## src/ds1_idle_loop_pkg.sv

```systemverilog
// Package: register map, field layout, reset values and mode types for the idle/loopback bank
package ds1_idle_loop_pkg;
	localparam int ADDR_WIDTH = 6;
	localparam int DATA_WIDTH = 8;
	localparam int GROUP_BITS = 7;
	localparam int GROUP_COUNT = 3;
	localparam int CHAN_COUNT = GROUP_BITS * GROUP_COUNT;
	localparam int DS2_COUNT = 7;
	localparam int READ_BUF_DEPTH = 2;
	localparam int PATTERN_COUNT = 4;

	localparam logic [ADDR_WIDTH-1:0] SEL_GROUP2_OFFSET = 6'h11;
	localparam logic [ADDR_WIDTH-1:0] SEL_GROUP3_OFFSET = 6'h12;
	localparam logic [ADDR_WIDTH-1:0] SEL_GROUP4_OFFSET = 6'h13;
	localparam logic [ADDR_WIDTH-1:0] RX_XBIT_OFFSET = 6'h14;
	localparam logic [ADDR_WIDTH-1:0] TX_XBIT_OFFSET = 6'h15;
	localparam logic [ADDR_WIDTH-1:0] ALARM_LATCH_OFFSET = 6'h16;

	localparam logic [GROUP_BITS-1:0] SEL_GROUP_RESET = 7'h00;
	localparam logic [DS2_COUNT-1:0] TX_XBIT_RESET = 7'h7F;
	localparam logic [DATA_WIDTH-1:0] ALARM_LATCH_RESET = 8'h00;
	localparam logic [DATA_WIDTH-1:0] UNMAPPED_READ_VALUE = 8'h00;

	// Latched alarm layout, bit positions
	localparam int ALARM_LOS_BIT = 7;
	localparam int ALARM_OOF_BIT = 6;
	localparam int ALARM_AIS_BIT = 5;
	localparam int ALARM_IDLE_BIT = 4;
	localparam int ALARM_RXCKF_BIT = 3;
	localparam int ALARM_TXCKF_BIT = 2;
	localparam int ALARM_XBIT2_BIT = 1;
	localparam int ALARM_XBIT1_BIT = 0;

	typedef enum logic [1:0] {
		SRC_PINS = 2'b00,
		SRC_IDLE = 2'b01,
		SRC_LOOP = 2'b10
	} chanSource_type;
endpackage

```

## src/read_skid_buffer.sv

```systemverilog
// Two-entry valid/ready buffer carrying register read data to the host
`timescale 1ns/1ps
module read_skid_buffer import ds1_idle_loop_pkg::*; #(
	parameter int WIDTH = DATA_WIDTH,
	parameter int DEPTH = READ_BUF_DEPTH
) (
	input wire logic clk,
	input wire logic rst,
	input wire logic inValid,
	output logic inReady,
	input wire logic [WIDTH-1:0] inData,
	output logic outValid,
	input wire logic outReady,
	output logic [WIDTH-1:0] outData
);
	localparam int PTR_W = (DEPTH > 1) ? $clog2(DEPTH) : 1;
	logic [WIDTH-1:0] mem_reg [DEPTH];
	logic [PTR_W-1:0] wrPtr_reg;
	logic [PTR_W-1:0] rdPtr_reg;
	logic [PTR_W:0] count_reg;
	logic push;
	logic pop;

	assign inReady = (count_reg != (PTR_W+1)'(DEPTH));
	assign outValid = (count_reg != '0);
	assign outData = mem_reg[rdPtr_reg];
	assign push = inValid && inReady;
	assign pop = outValid && outReady;

	always_ff @(posedge clk) begin
		if (push) begin
			mem_reg[wrPtr_reg] <= inData;
		end
	end

	always_ff @(posedge clk or posedge rst) begin
		if (rst) begin
			wrPtr_reg <= '0;
			rdPtr_reg <= '0;
			count_reg <= '0;
		end else begin
			if (push) begin
				wrPtr_reg <= (wrPtr_reg == PTR_W'(DEPTH - 1)) ? '0 : wrPtr_reg + 1'b1;
			end
			if (pop) begin
				rdPtr_reg <= (rdPtr_reg == PTR_W'(DEPTH - 1)) ? '0 : rdPtr_reg + 1'b1;
			end
			count_reg <= count_reg + (PTR_W+1)'(push) - (PTR_W+1)'(pop);
		end
	end
endmodule

```

## src/alarm_latch_bank.sv

```systemverilog
// Sticky alarm bits with clear-on-read and relatch
`timescale 1ns/1ps
module alarm_latch_bank import ds1_idle_loop_pkg::*; (
	input wire logic clk,
	input wire logic rst,
	input wire logic [DATA_WIDTH-1:0] condition,
	input wire logic clearRead,
	output logic [DATA_WIDTH-1:0] latched
);
	logic [DATA_WIDTH-1:0] latch_reg;
	logic [DATA_WIDTH-1:0] latch_next;

	// A live condition always re-sets, so a clear never hides a standing alarm
	always_comb begin
		latch_next = clearRead ? '0 : latch_reg;
		latch_next = latch_next | condition;
	end

	always_ff @(posedge clk or posedge rst) begin
		if (rst) begin
			latch_reg <= ALARM_LATCH_RESET;
		end else begin
			latch_reg <= latch_next;
		end
	end

	assign latched = latch_reg;
endmodule

```

## src/ds1_idle_loop_regs.sv

```systemverilog
// DS1 idle/loopback select, DS2 X-bit access and latched DS3 alarm register bank
`timescale 1ns/1ps
module ds1_idle_loop_regs import ds1_idle_loop_pkg::*; (
	input wire logic clk,
	input wire logic rst,
	input wire logic chipSelect,
	input wire logic [ADDR_WIDTH-1:0] regAddr,
	input wire logic writeStrobe,
	input wire logic [DATA_WIDTH-1:0] writeData,
	input wire logic readStrobe,
	output logic readAccept,
	output logic readValid,
	input wire logic readReady,
	output logic [DATA_WIDTH-1:0] readData,
	input wire logic idle_pattern_sel_hi,
	input wire logic idle_pattern_sel_lo,
	input wire logic [PATTERN_COUNT-1:0] idlePatternData,
	input wire logic idlePatternClock,
	input wire logic [CHAN_COUNT-1:0] loopConnect,
	input wire logic [CHAN_COUNT-1:0] ds1_tx_data_pin,
	input wire logic [CHAN_COUNT-1:0] ds1_tx_clock_pin,
	input wire logic [CHAN_COUNT-1:0] rxDemuxData,
	input wire logic [CHAN_COUNT-1:0] rxDemuxClock,
	output logic [CHAN_COUNT-1:0] txMuxData,
	output logic [CHAN_COUNT-1:0] txMuxClock,
	input wire logic [DS2_COUNT-1:0] rx_ds2_xbit,
	output logic [DS2_COUNT-1:0] tx_ds2_xbit,
	input wire logic ds3LossOfSignal,
	input wire logic ds3OutOfFrame,
	input wire logic ds3AlarmIndication,
	input wire logic ds3IdleDetect,
	input wire logic ds3RxClockFail,
	input wire logic ds3TxClockFail,
	input wire logic ds3RxXbit2,
	input wire logic ds3RxXbit1
);
	logic [GROUP_BITS-1:0] selGroup2_reg;
	logic [GROUP_BITS-1:0] selGroup3_reg;
	logic [GROUP_BITS-1:0] selGroup4_reg;
	logic [DS2_COUNT-1:0] txXbit_reg;
	logic [CHAN_COUNT-1:0] channel_idle_loop_select;
	logic [CHAN_COUNT-1:0] txData_reg;
	logic [CHAN_COUNT-1:0] txClock_reg;
	logic [1:0] patternIndex;
	logic idleBit;
	logic writeHit;
	logic readTake;
	logic alarmClear;
	logic [DATA_WIDTH-1:0] alarmCondition;
	logic [DATA_WIDTH-1:0] alarmLatched;
	logic [DATA_WIDTH-1:0] readWord;

	// Host port decode
	assign writeHit = chipSelect && writeStrobe;
	assign readTake = chipSelect && readStrobe && readAccept;
	// Clear only on a read that is really taken, so a refused read loses no alarm
	assign alarmClear = readTake && (regAddr == ALARM_LATCH_OFFSET);

	always_ff @(posedge clk or posedge rst) begin
		if (rst) begin
			selGroup2_reg <= SEL_GROUP_RESET;
		end else if (writeHit && regAddr == SEL_GROUP2_OFFSET) begin
			selGroup2_reg <= writeData[GROUP_BITS-1:0];
		end
	end

	always_ff @(posedge clk or posedge rst) begin
		if (rst) begin
			selGroup3_reg <= SEL_GROUP_RESET;
		end else if (writeHit && regAddr == SEL_GROUP3_OFFSET) begin
			selGroup3_reg <= writeData[GROUP_BITS-1:0];
		end
	end

	always_ff @(posedge clk or posedge rst) begin
		if (rst) begin
			selGroup4_reg <= SEL_GROUP_RESET;
		end else if (writeHit && regAddr == SEL_GROUP4_OFFSET) begin
			selGroup4_reg <= writeData[GROUP_BITS-1:0];
		end
	end

	// Reset to all ones, the customary off state
	always_ff @(posedge clk or posedge rst) begin
		if (rst) begin
			txXbit_reg <= TX_XBIT_RESET;
		end else if (writeHit && regAddr == TX_XBIT_OFFSET) begin
			txXbit_reg <= writeData[DS2_COUNT-1:0];
		end
	end

	assign tx_ds2_xbit = txXbit_reg;

	// Channel index = group * 7 + bit: group 0 holds 2,6..26, group 1 3..27, group 2 4..28
	assign channel_idle_loop_select = {selGroup4_reg, selGroup3_reg, selGroup2_reg};

	// Idle code select bits pick one of the externally generated patterns
	assign patternIndex = {idle_pattern_sel_hi, idle_pattern_sel_lo};
	assign idleBit = idlePatternData[patternIndex];

	genvar ch;
	generate
		for (ch = 0; ch < CHAN_COUNT; ch++) begin : gen_chan
			chanSource_type source;

			always_comb begin
				if (!channel_idle_loop_select[ch]) begin
					source = SRC_PINS;
				end else if (loopConnect[ch]) begin
					source = SRC_LOOP;
				end else begin
					source = SRC_IDLE;
				end
			end

			// Registered so the transmit side sees clean flop outputs
			always_ff @(posedge clk or posedge rst) begin
				if (rst) begin
					txData_reg[ch] <= 1'b0;
					txClock_reg[ch] <= 1'b0;
				end else begin
					unique case (source)
						SRC_PINS: begin
							txData_reg[ch] <= ds1_tx_data_pin[ch];
							txClock_reg[ch] <= ds1_tx_clock_pin[ch];
						end
						SRC_LOOP: begin
							txData_reg[ch] <= rxDemuxData[ch];
							txClock_reg[ch] <= rxDemuxClock[ch];
						end
						SRC_IDLE: begin
							txData_reg[ch] <= idleBit;
							txClock_reg[ch] <= idlePatternClock;
						end
						default: begin
							txData_reg[ch] <= 1'b0;
							txClock_reg[ch] <= 1'b0;
						end
					endcase
				end
			end
		end
	endgenerate

	assign txMuxData = txData_reg;
	assign txMuxClock = txClock_reg;

	// Live alarm vector; the X-bits alarm when received as zero
	always_comb begin
		alarmCondition = '0;
		alarmCondition[ALARM_LOS_BIT] = ds3LossOfSignal;
		alarmCondition[ALARM_OOF_BIT] = ds3OutOfFrame;
		alarmCondition[ALARM_AIS_BIT] = ds3AlarmIndication;
		alarmCondition[ALARM_IDLE_BIT] = ds3IdleDetect;
		alarmCondition[ALARM_RXCKF_BIT] = ds3RxClockFail;
		alarmCondition[ALARM_TXCKF_BIT] = ds3TxClockFail;
		alarmCondition[ALARM_XBIT2_BIT] = !ds3RxXbit2;
		alarmCondition[ALARM_XBIT1_BIT] = !ds3RxXbit1;
	end

	alarm_latch_bank alarmBank (
		.clk(clk),
		.rst(rst),
		.condition(alarmCondition),
		.clearRead(alarmClear),
		.latched(alarmLatched)
	);

	// Read mux; bit 7 of the 7-bit registers and unmapped addresses read zero
	always_comb begin
		readWord = UNMAPPED_READ_VALUE;
		unique case (regAddr)
			SEL_GROUP2_OFFSET: readWord = {1'b0, selGroup2_reg};
			SEL_GROUP3_OFFSET: readWord = {1'b0, selGroup3_reg};
			SEL_GROUP4_OFFSET: readWord = {1'b0, selGroup4_reg};
			RX_XBIT_OFFSET: readWord = {1'b0, rx_ds2_xbit};
			TX_XBIT_OFFSET: readWord = {1'b0, txXbit_reg};
			ALARM_LATCH_OFFSET: readWord = alarmLatched;
			default: readWord = UNMAPPED_READ_VALUE;
		endcase
	end

	// Read data waits here while the host stalls; a full buffer refuses reads
	read_skid_buffer #(
		.WIDTH(DATA_WIDTH),
		.DEPTH(READ_BUF_DEPTH)
	) readBuf (
		.clk(clk),
		.rst(rst),
		.inValid(chipSelect && readStrobe),
		.inReady(readAccept),
		.inData(readWord),
		.outValid(readValid),
		.outReady(readReady),
		.outData(readData)
	);
endmodule

```

## config.mk

```make
export PLATFORM = sky130hd
export DESIGN_NAME = ds1_idle_loop_regs
export DESIGN_NICKNAME = d
export VERILOG_FILES = /design/src/ds1_idle_loop_pkg.sv /design/src/read_skid_buffer.sv /design/src/alarm_latch_bank.sv /design/src/ds1_idle_loop_regs.sv
export SDC_FILE = /design/constraint.sdc
export NUM_CORES = 1
export LEC_CHECK = 0
export BUFFER_PORTS_ARGS = -buffer_cell sky130_fd_sc_hd__buf_2
export CORE_MARGIN = 2
export CORE_UTILIZATION = 47
export DETAILED_ROUTE_END_ITERATION = 12
export HOLD_SLACK_MARGIN = 0.12
export PLACE_DENSITY = 0.8
export SKIP_CTS_REPAIR_TIMING = 1
export SYNTH_ARGS = -nofsm -noshare
export SYNTH_HDL_FRONTEND = slang
export SYNTH_SLANG_ARGS = --single-unit
```

## constraint.sdc

```tcl
create_clock -name clk -period 3.35 [get_ports clk]
set_input_delay 0.5025 -clock clk [delete_from_list [all_inputs] [get_ports clk]]
set_output_delay 0.5025 -clock clk [all_outputs]
set_load 0.02 [all_outputs]
```

==> impl_metrics.toml, run 1 <==
[synthesis]
synthAdderAreaFrac = 0.005573
synth_ff_type = "dfrtp_1"
syn_inst = 352
synth_xor_xnor_area_share = 0.007802
synth_seq_cells = 98
synth_compound_area_frac = 0.09808
ys_types = 34
ys_warn_count = 0
synth_edf_count = 16
syn_area_sq_um = 4491
synth_top_family_by_area = "multiplexers"
synthSimpleGateAreaFrac = 0.07746
syn_nets = 501
async_reset_ff_frac = 0.8367
syn_avg_cell_area_sq_um = 12.76
ys_seq_area_frac = 0.5659
synthMuxAreaShare = 0.2243

[routing]
dr.pass1.iters = 4
drtAntennaViolNets = 0
wl_met1_mm = 4.483
post-route-drc-count = 0
routed_wl_mm = 11.29
wl_met2_mm = 6.031
topRoutingLayerUsed = "met4"
drtIter0Drc = 75
routedWlPerCell_microns = 16.39
via_per_inst = 5.160
vias = 3555
route.met3.wl_microns = 624

[cells_and_area]
fin_nets = 704
nFillCells = 738
seqCellArea_sq_um = 2541
fin_util = 0.6298
multiInputGateArea_sq_um = 1856
layout_commonest_cell = "buf_2"
antenna_cells = 0
drive_above_1_share = 0.4964
area_growth_pct = 29.59
final_cell_mix = "buf_2 (204), dfrtp_1 (75), mux2i_1 (50)"

[worst_setup_path]
worstPathCellList = "buf_2 > nor2b_1 > nor4b_4 > mux2_2"
startpoint_type = "input pin"
crit_type = "input pin to flop"
max_stage_delay_ps = 550
path_buf_inv = 1
crit_arrival_ps = 2370
cp_top_family = "simple AND/OR/NAND/NOR gates"
endpoint_kind = "flop"
crit_required_ps = 3590
crit_slowest_cell = "nor4b_4"
critPathMaxFanout = 19

[outcome]
run_status = "completed"

[cts]
cts_inserted_buffers = 9
insertion_delay_ps = 360
root_buffer = "clkbuf_8"
path_clk_slew_ps = 100
clockBufferDepth = 2
cts_tree = "built"
cts_max_level = 3
cts.sinks = 98

[pwr]
p_leak_nw = 2.871
power.density_nw_per_um2 = 498.3
peakVddDrop_mv = 0.2310

[placed_design]
port_buffers = 204
gp_congestion = 0.7816
dp_hpwl_mm = 8.723

[timing]
rsz0062_at_grt = "no"
max_slew.worst_pin.slew_ps = 745.7
hold_viol = 0
fin_crit_sh = 0.6356
setup_viol = 0
min_period_ps = 2129
fmaxAchievable_mhz = 469.6
slew_viol_final = 0
fin_skew_ps = 15.16
slew_headroom = 0.5010
setup_total_negative_slack_ps = 0

[global_route]
grt_pass1_vias = 3699
antenna_found_initial = 0
track_usage = 0.2236
grt_pass1_wl_mm = 17.64
grt_max_degree = 37
overflow = 0

[flow_run]
cap_violations = 0

[min_path]
hp-class = "input pin to asynchronous set/reset pin"

[floorplanning]
ioPinCount = 206
fp.dieArea_sq_um = 10350
core_sq_um = 9240
die_y_microns = 101.7
num_rows = 35
fp.dieW_microns = 101.7
start_util = 0.4860
[worst register-to-register path: stages, from the launching register on]
cell and delay [ps]:
dfrtp_1 420, or2_2 310, and2_1 180, ha_1 280, inv_1 40, ha_1 190
xnor2_1 170, xnor2_1 150
[logic make-up after synthesis]
logic type	Yosys count
simple gates	64
compound gates	70
xor+xnor	4
fa+ha+maj	2
buf+inv	20
mux	94
flops	98
[final cells by class]
cell class / count / share of cell area
Inverter: 6 / 0.004085
Tap cell: 129 / 0.02774
Multi-Input combinational cell: 234 / 0.3189
Sequential cell: 98 / 0.4367
Timing Repair Buffer: 206 / 0.1780
Clock buffer: 10 / 0.02193
Clock inverter: 6 / 0.01269
[per-stage QoR]
| step | hold WS [ps] | area (sq um) | cells | worst slack, ps | power [mW] |
|---|---|---|---|---|---|
| 4_1_cts | 217.8 | 5819 | 689 | 1216 | 2.921 |
| 3_3_place_gp | 455.6 | 5618 | 673 | 944.3 | 2.118 |
| 6_report | 213.1 | 5819 | 689 | 1221 | 2.900 |
| 3_5_place_dp | 467.9 | 5618 | 673 | 828.7 | 2.147 |
| 2_1_floorplan | 443.5 | 4491 | 352 | 750.6 | 1.871 |
| 5_1_grt | 248.8 | 5819 | 689 | 1143 | 3.057 |
[layer usage]
metal | vias to the layer above | track usage
li1 | 1698 | -
met1 | 1714 | 0.2745
met2 | 131 | 0.3952
met3 | 12 | 0.04003
met4 | 0 | 0.07796
met5 | - | 0
[synthesized netlist by cell type, types with 2 or more instances]
master | number | area share
a211oi_1 | 6 | 0.010
a21oi_1 | 43 | 0.048
nand2_1 | 3 | 0.0025
nand2b_1 | 2 | 0.0028
buf_6 | 2 | 0.0050
a221oi_1 | 6 | 0.012
dfrtp_1 | 75 | 0.42
nand3_1 | 2 | 0.0022
a21o_1 | 6 | 0.010
mux2_2 | 43 | 0.11
and2_1 | 2 | 0.0028
mux2i_1 | 50 | 0.11
dfstp_2 | 7 | 0.041
edfxtp_1 | 16 | 0.11
nor2_1 | 43 | 0.036
nor4_4 | 2 | 0.0095
nand3b_1 | 2 | 0.0033
a2bb2oi_1 | 6 | 0.012
buf_2 | 3 | 0.0033
ha_1 | 2 | 0.0056
xnor2_1 | 3 | 0.0059
inv_1 | 6 | 0.0050
nor2b_1 | 2 | 0.0028
a21bo_1 | 2 | 0.0045
clkbuf_1 | 9 | 0.0075
[power breakdown]
group          leakage, nW  total (mW)  internal (mW)  switching [mW]
clock network       0.0950       0.782          0.355           0.427
registers             1.10        1.44           1.34          0.0988
logic                 1.67       0.676          0.304           0.372
total                 2.87        2.90           2.00           0.898
[final timing paths]
check                                      from                    to  slack (ps)  cells past startpoint
max                                  regAddr[1]      selGroup3_reg[6]        1220                      4
max reg2reg                readBuf.count_reg[1]  readBuf.count_reg[1]        1550                      7
max in group asynchronous                   rst        tx_ds2_xbit[3]        2290                      3
min reg2reg                alarmBank.latched[4]  alarmBank.latched[4]         490                      1
min in group clk                  ds3IdleDetect  alarmBank.latched[4]         310                      2
min                                         rst         txMuxClock[4]         210                      2
No activity file was read; power rests on OpenSTA's default activity.
==> run 2: changes to the inputs <==
Settings changed: CORE_UTILIZATION 47 to 42, PLACE_DENSITY 0.8 to 0.76.
Clock period 3.35 ns to 1.78 ns, I/O delays scaled along.
==> impl_metrics.toml, run 2 (same netlist as run 1, synthesis figures left out) <==
[placed_design]
postPlaceCellArea_sq_um = 5777
dp_hpwl_mm = 9.248
port_buffers = 204
post-place-ws_ps = -92.45
dp_cells = 696
gp_congestion = 0.8302

[global_route]
grt_max_degree = 51
grt_pass1_vias = 3775
grt_pass1_wl_mm = 18.25
track_usage = 0.2044
overflow = 0
antenna_found_initial = 0

[timing]
slew_headroom = 0.6753
post-route-worst-setup-slack_ps = 95.23
fin_skew_ps = 8.266
hold_viol = 0
setup_viol = 0
rsz0062_at_grt = "no"
fin_crit_sh = 0.9465
max_slew.worst_pin.slew_ps = 487.1
slew_viol_final = 0
min_period_ps = 1685
fmaxAchievable_mhz = 593.6

[routing]
routedWlPerCell_microns = 16.22
via_per_inst = 5.110
dr.pass1.iters = 4
post-route-drc-count = 0
vias = 3679
drtIter0Drc = 141
routed_wl_mm = 11.68
drtAntennaViolNets = 0

[cts]
root_buffer = "clkbuf_8"
clockBufferDepth = 2
cts.sinks = 98
cts_inserted_buffers = 9
cts_max_level = 3
path_clk_slew_ps = 90
insertion_delay_ps = 360
cts_tree = "built"

[cells_and_area]
layout_commonest_cell = "buf_2"
fin_nets = 728
final_cells = 720
nFillCells = 885
drive_above_1_share = 0.5120
stdcell_area_sq_um = 6057
area_growth_pct = 34.88
final_cell_mix = "buf_2 (204), dfrtp_1 (74), mux2i_1 (50)"
fin_util = 0.5841
antenna_cells = 0

[pwr]
p_leak_nw = 2.984
power.density_nw_per_um2 = 900.3
peakVddDrop_mv = 0.5764

[outcome]
run_status = "completed"

[worst_setup_path]
endpoint_kind = "flop"
crit_required_ps = 2020
crit_type = "flop to flop"
rrSetupSlack_ps = 100
startpoint_type = "flop"
critPathMaxFanout = 3
crit_arrival_ps = 1930

[floorplanning]
num_rows = 37
die_y_microns = 107.4
fp.dieArea_sq_um = 11530
fp.dieW_microns = 107.4
ioPinCount = 206
core_sq_um = 10370
start_util = 0.4330

[min_path]
hp-class = "input pin to flop"

[flow_run]
cap_violations = 0
[run 2: cell type report]
class	instances	area [sq um]	area share
Clock buffer	11	152.6	0.02520
Clock inverter	5	36.28	0.005990
Inverter	6	26.28	0.004338
Multi-Input combinational cell	234	1871	0.3088
Sequential cell	98	2542	0.4197
Tap cell	136	170.2	0.02809
Timing Repair Buffer	230	1259	0.2078
[run 2: worst paths after layout]
kind / cells past startpoint / startpoint / to
worst max-delay path: 7 / readBuf.count_reg[1] / readBuf.count_reg[1]
worst min-delay path: 3 / ds1_tx_clock_pin[3] / txMuxClock[3]
worst max register to register: 7 / readBuf.count_reg[1] / readBuf.count_reg[1]
worst min register to register: 1 / alarmBank.latched[4] / alarmBank.latched[4]
max in group asynchronous: 4 / rst / txMuxClock[4]
min in group asynchronous: 4 / rst / txMuxData[0]
[run 2: worst max-delay path, stage by stage (launching register included)]
cell and delay [ps]:
dfrtp_1 400, or2_4 250, and2_4 160, ha_1 270, inv_1 40, ha_2 190, xnor2_2 130, xnor2_1 130
[run 2: metrics by stage]
stage	hold WS, ps	setup TNS, ps	power (mW)
floorplan	359.3	0	3.531
global placement	364.7	-886.5	4.032
detailed placement	370.1	-1305	4.092
CTS	-31.73	-58.93	5.480
global route	136.9	0	5.751
finish	148.1	0	5.453
[run 2: power by group]
part | internal, mW | leakage, nW | switching, mW
clock network | 0.597 | 0.0871 | 0.778
logic | 0.643 | 1.80 | 0.724
registers | 2.53 | 1.10 | 0.183
total | 3.77 | 2.98 | 1.69
[run 2: routing by layer]
layer  track usage  vias up  wire length [microns]
li1              -     1741                      -
met1        0.2352     1768                   4672
met2        0.3775      155                   6045
met5             0        -                      0
met3       0.05508       15                    804
met4       0.04762        0                    154
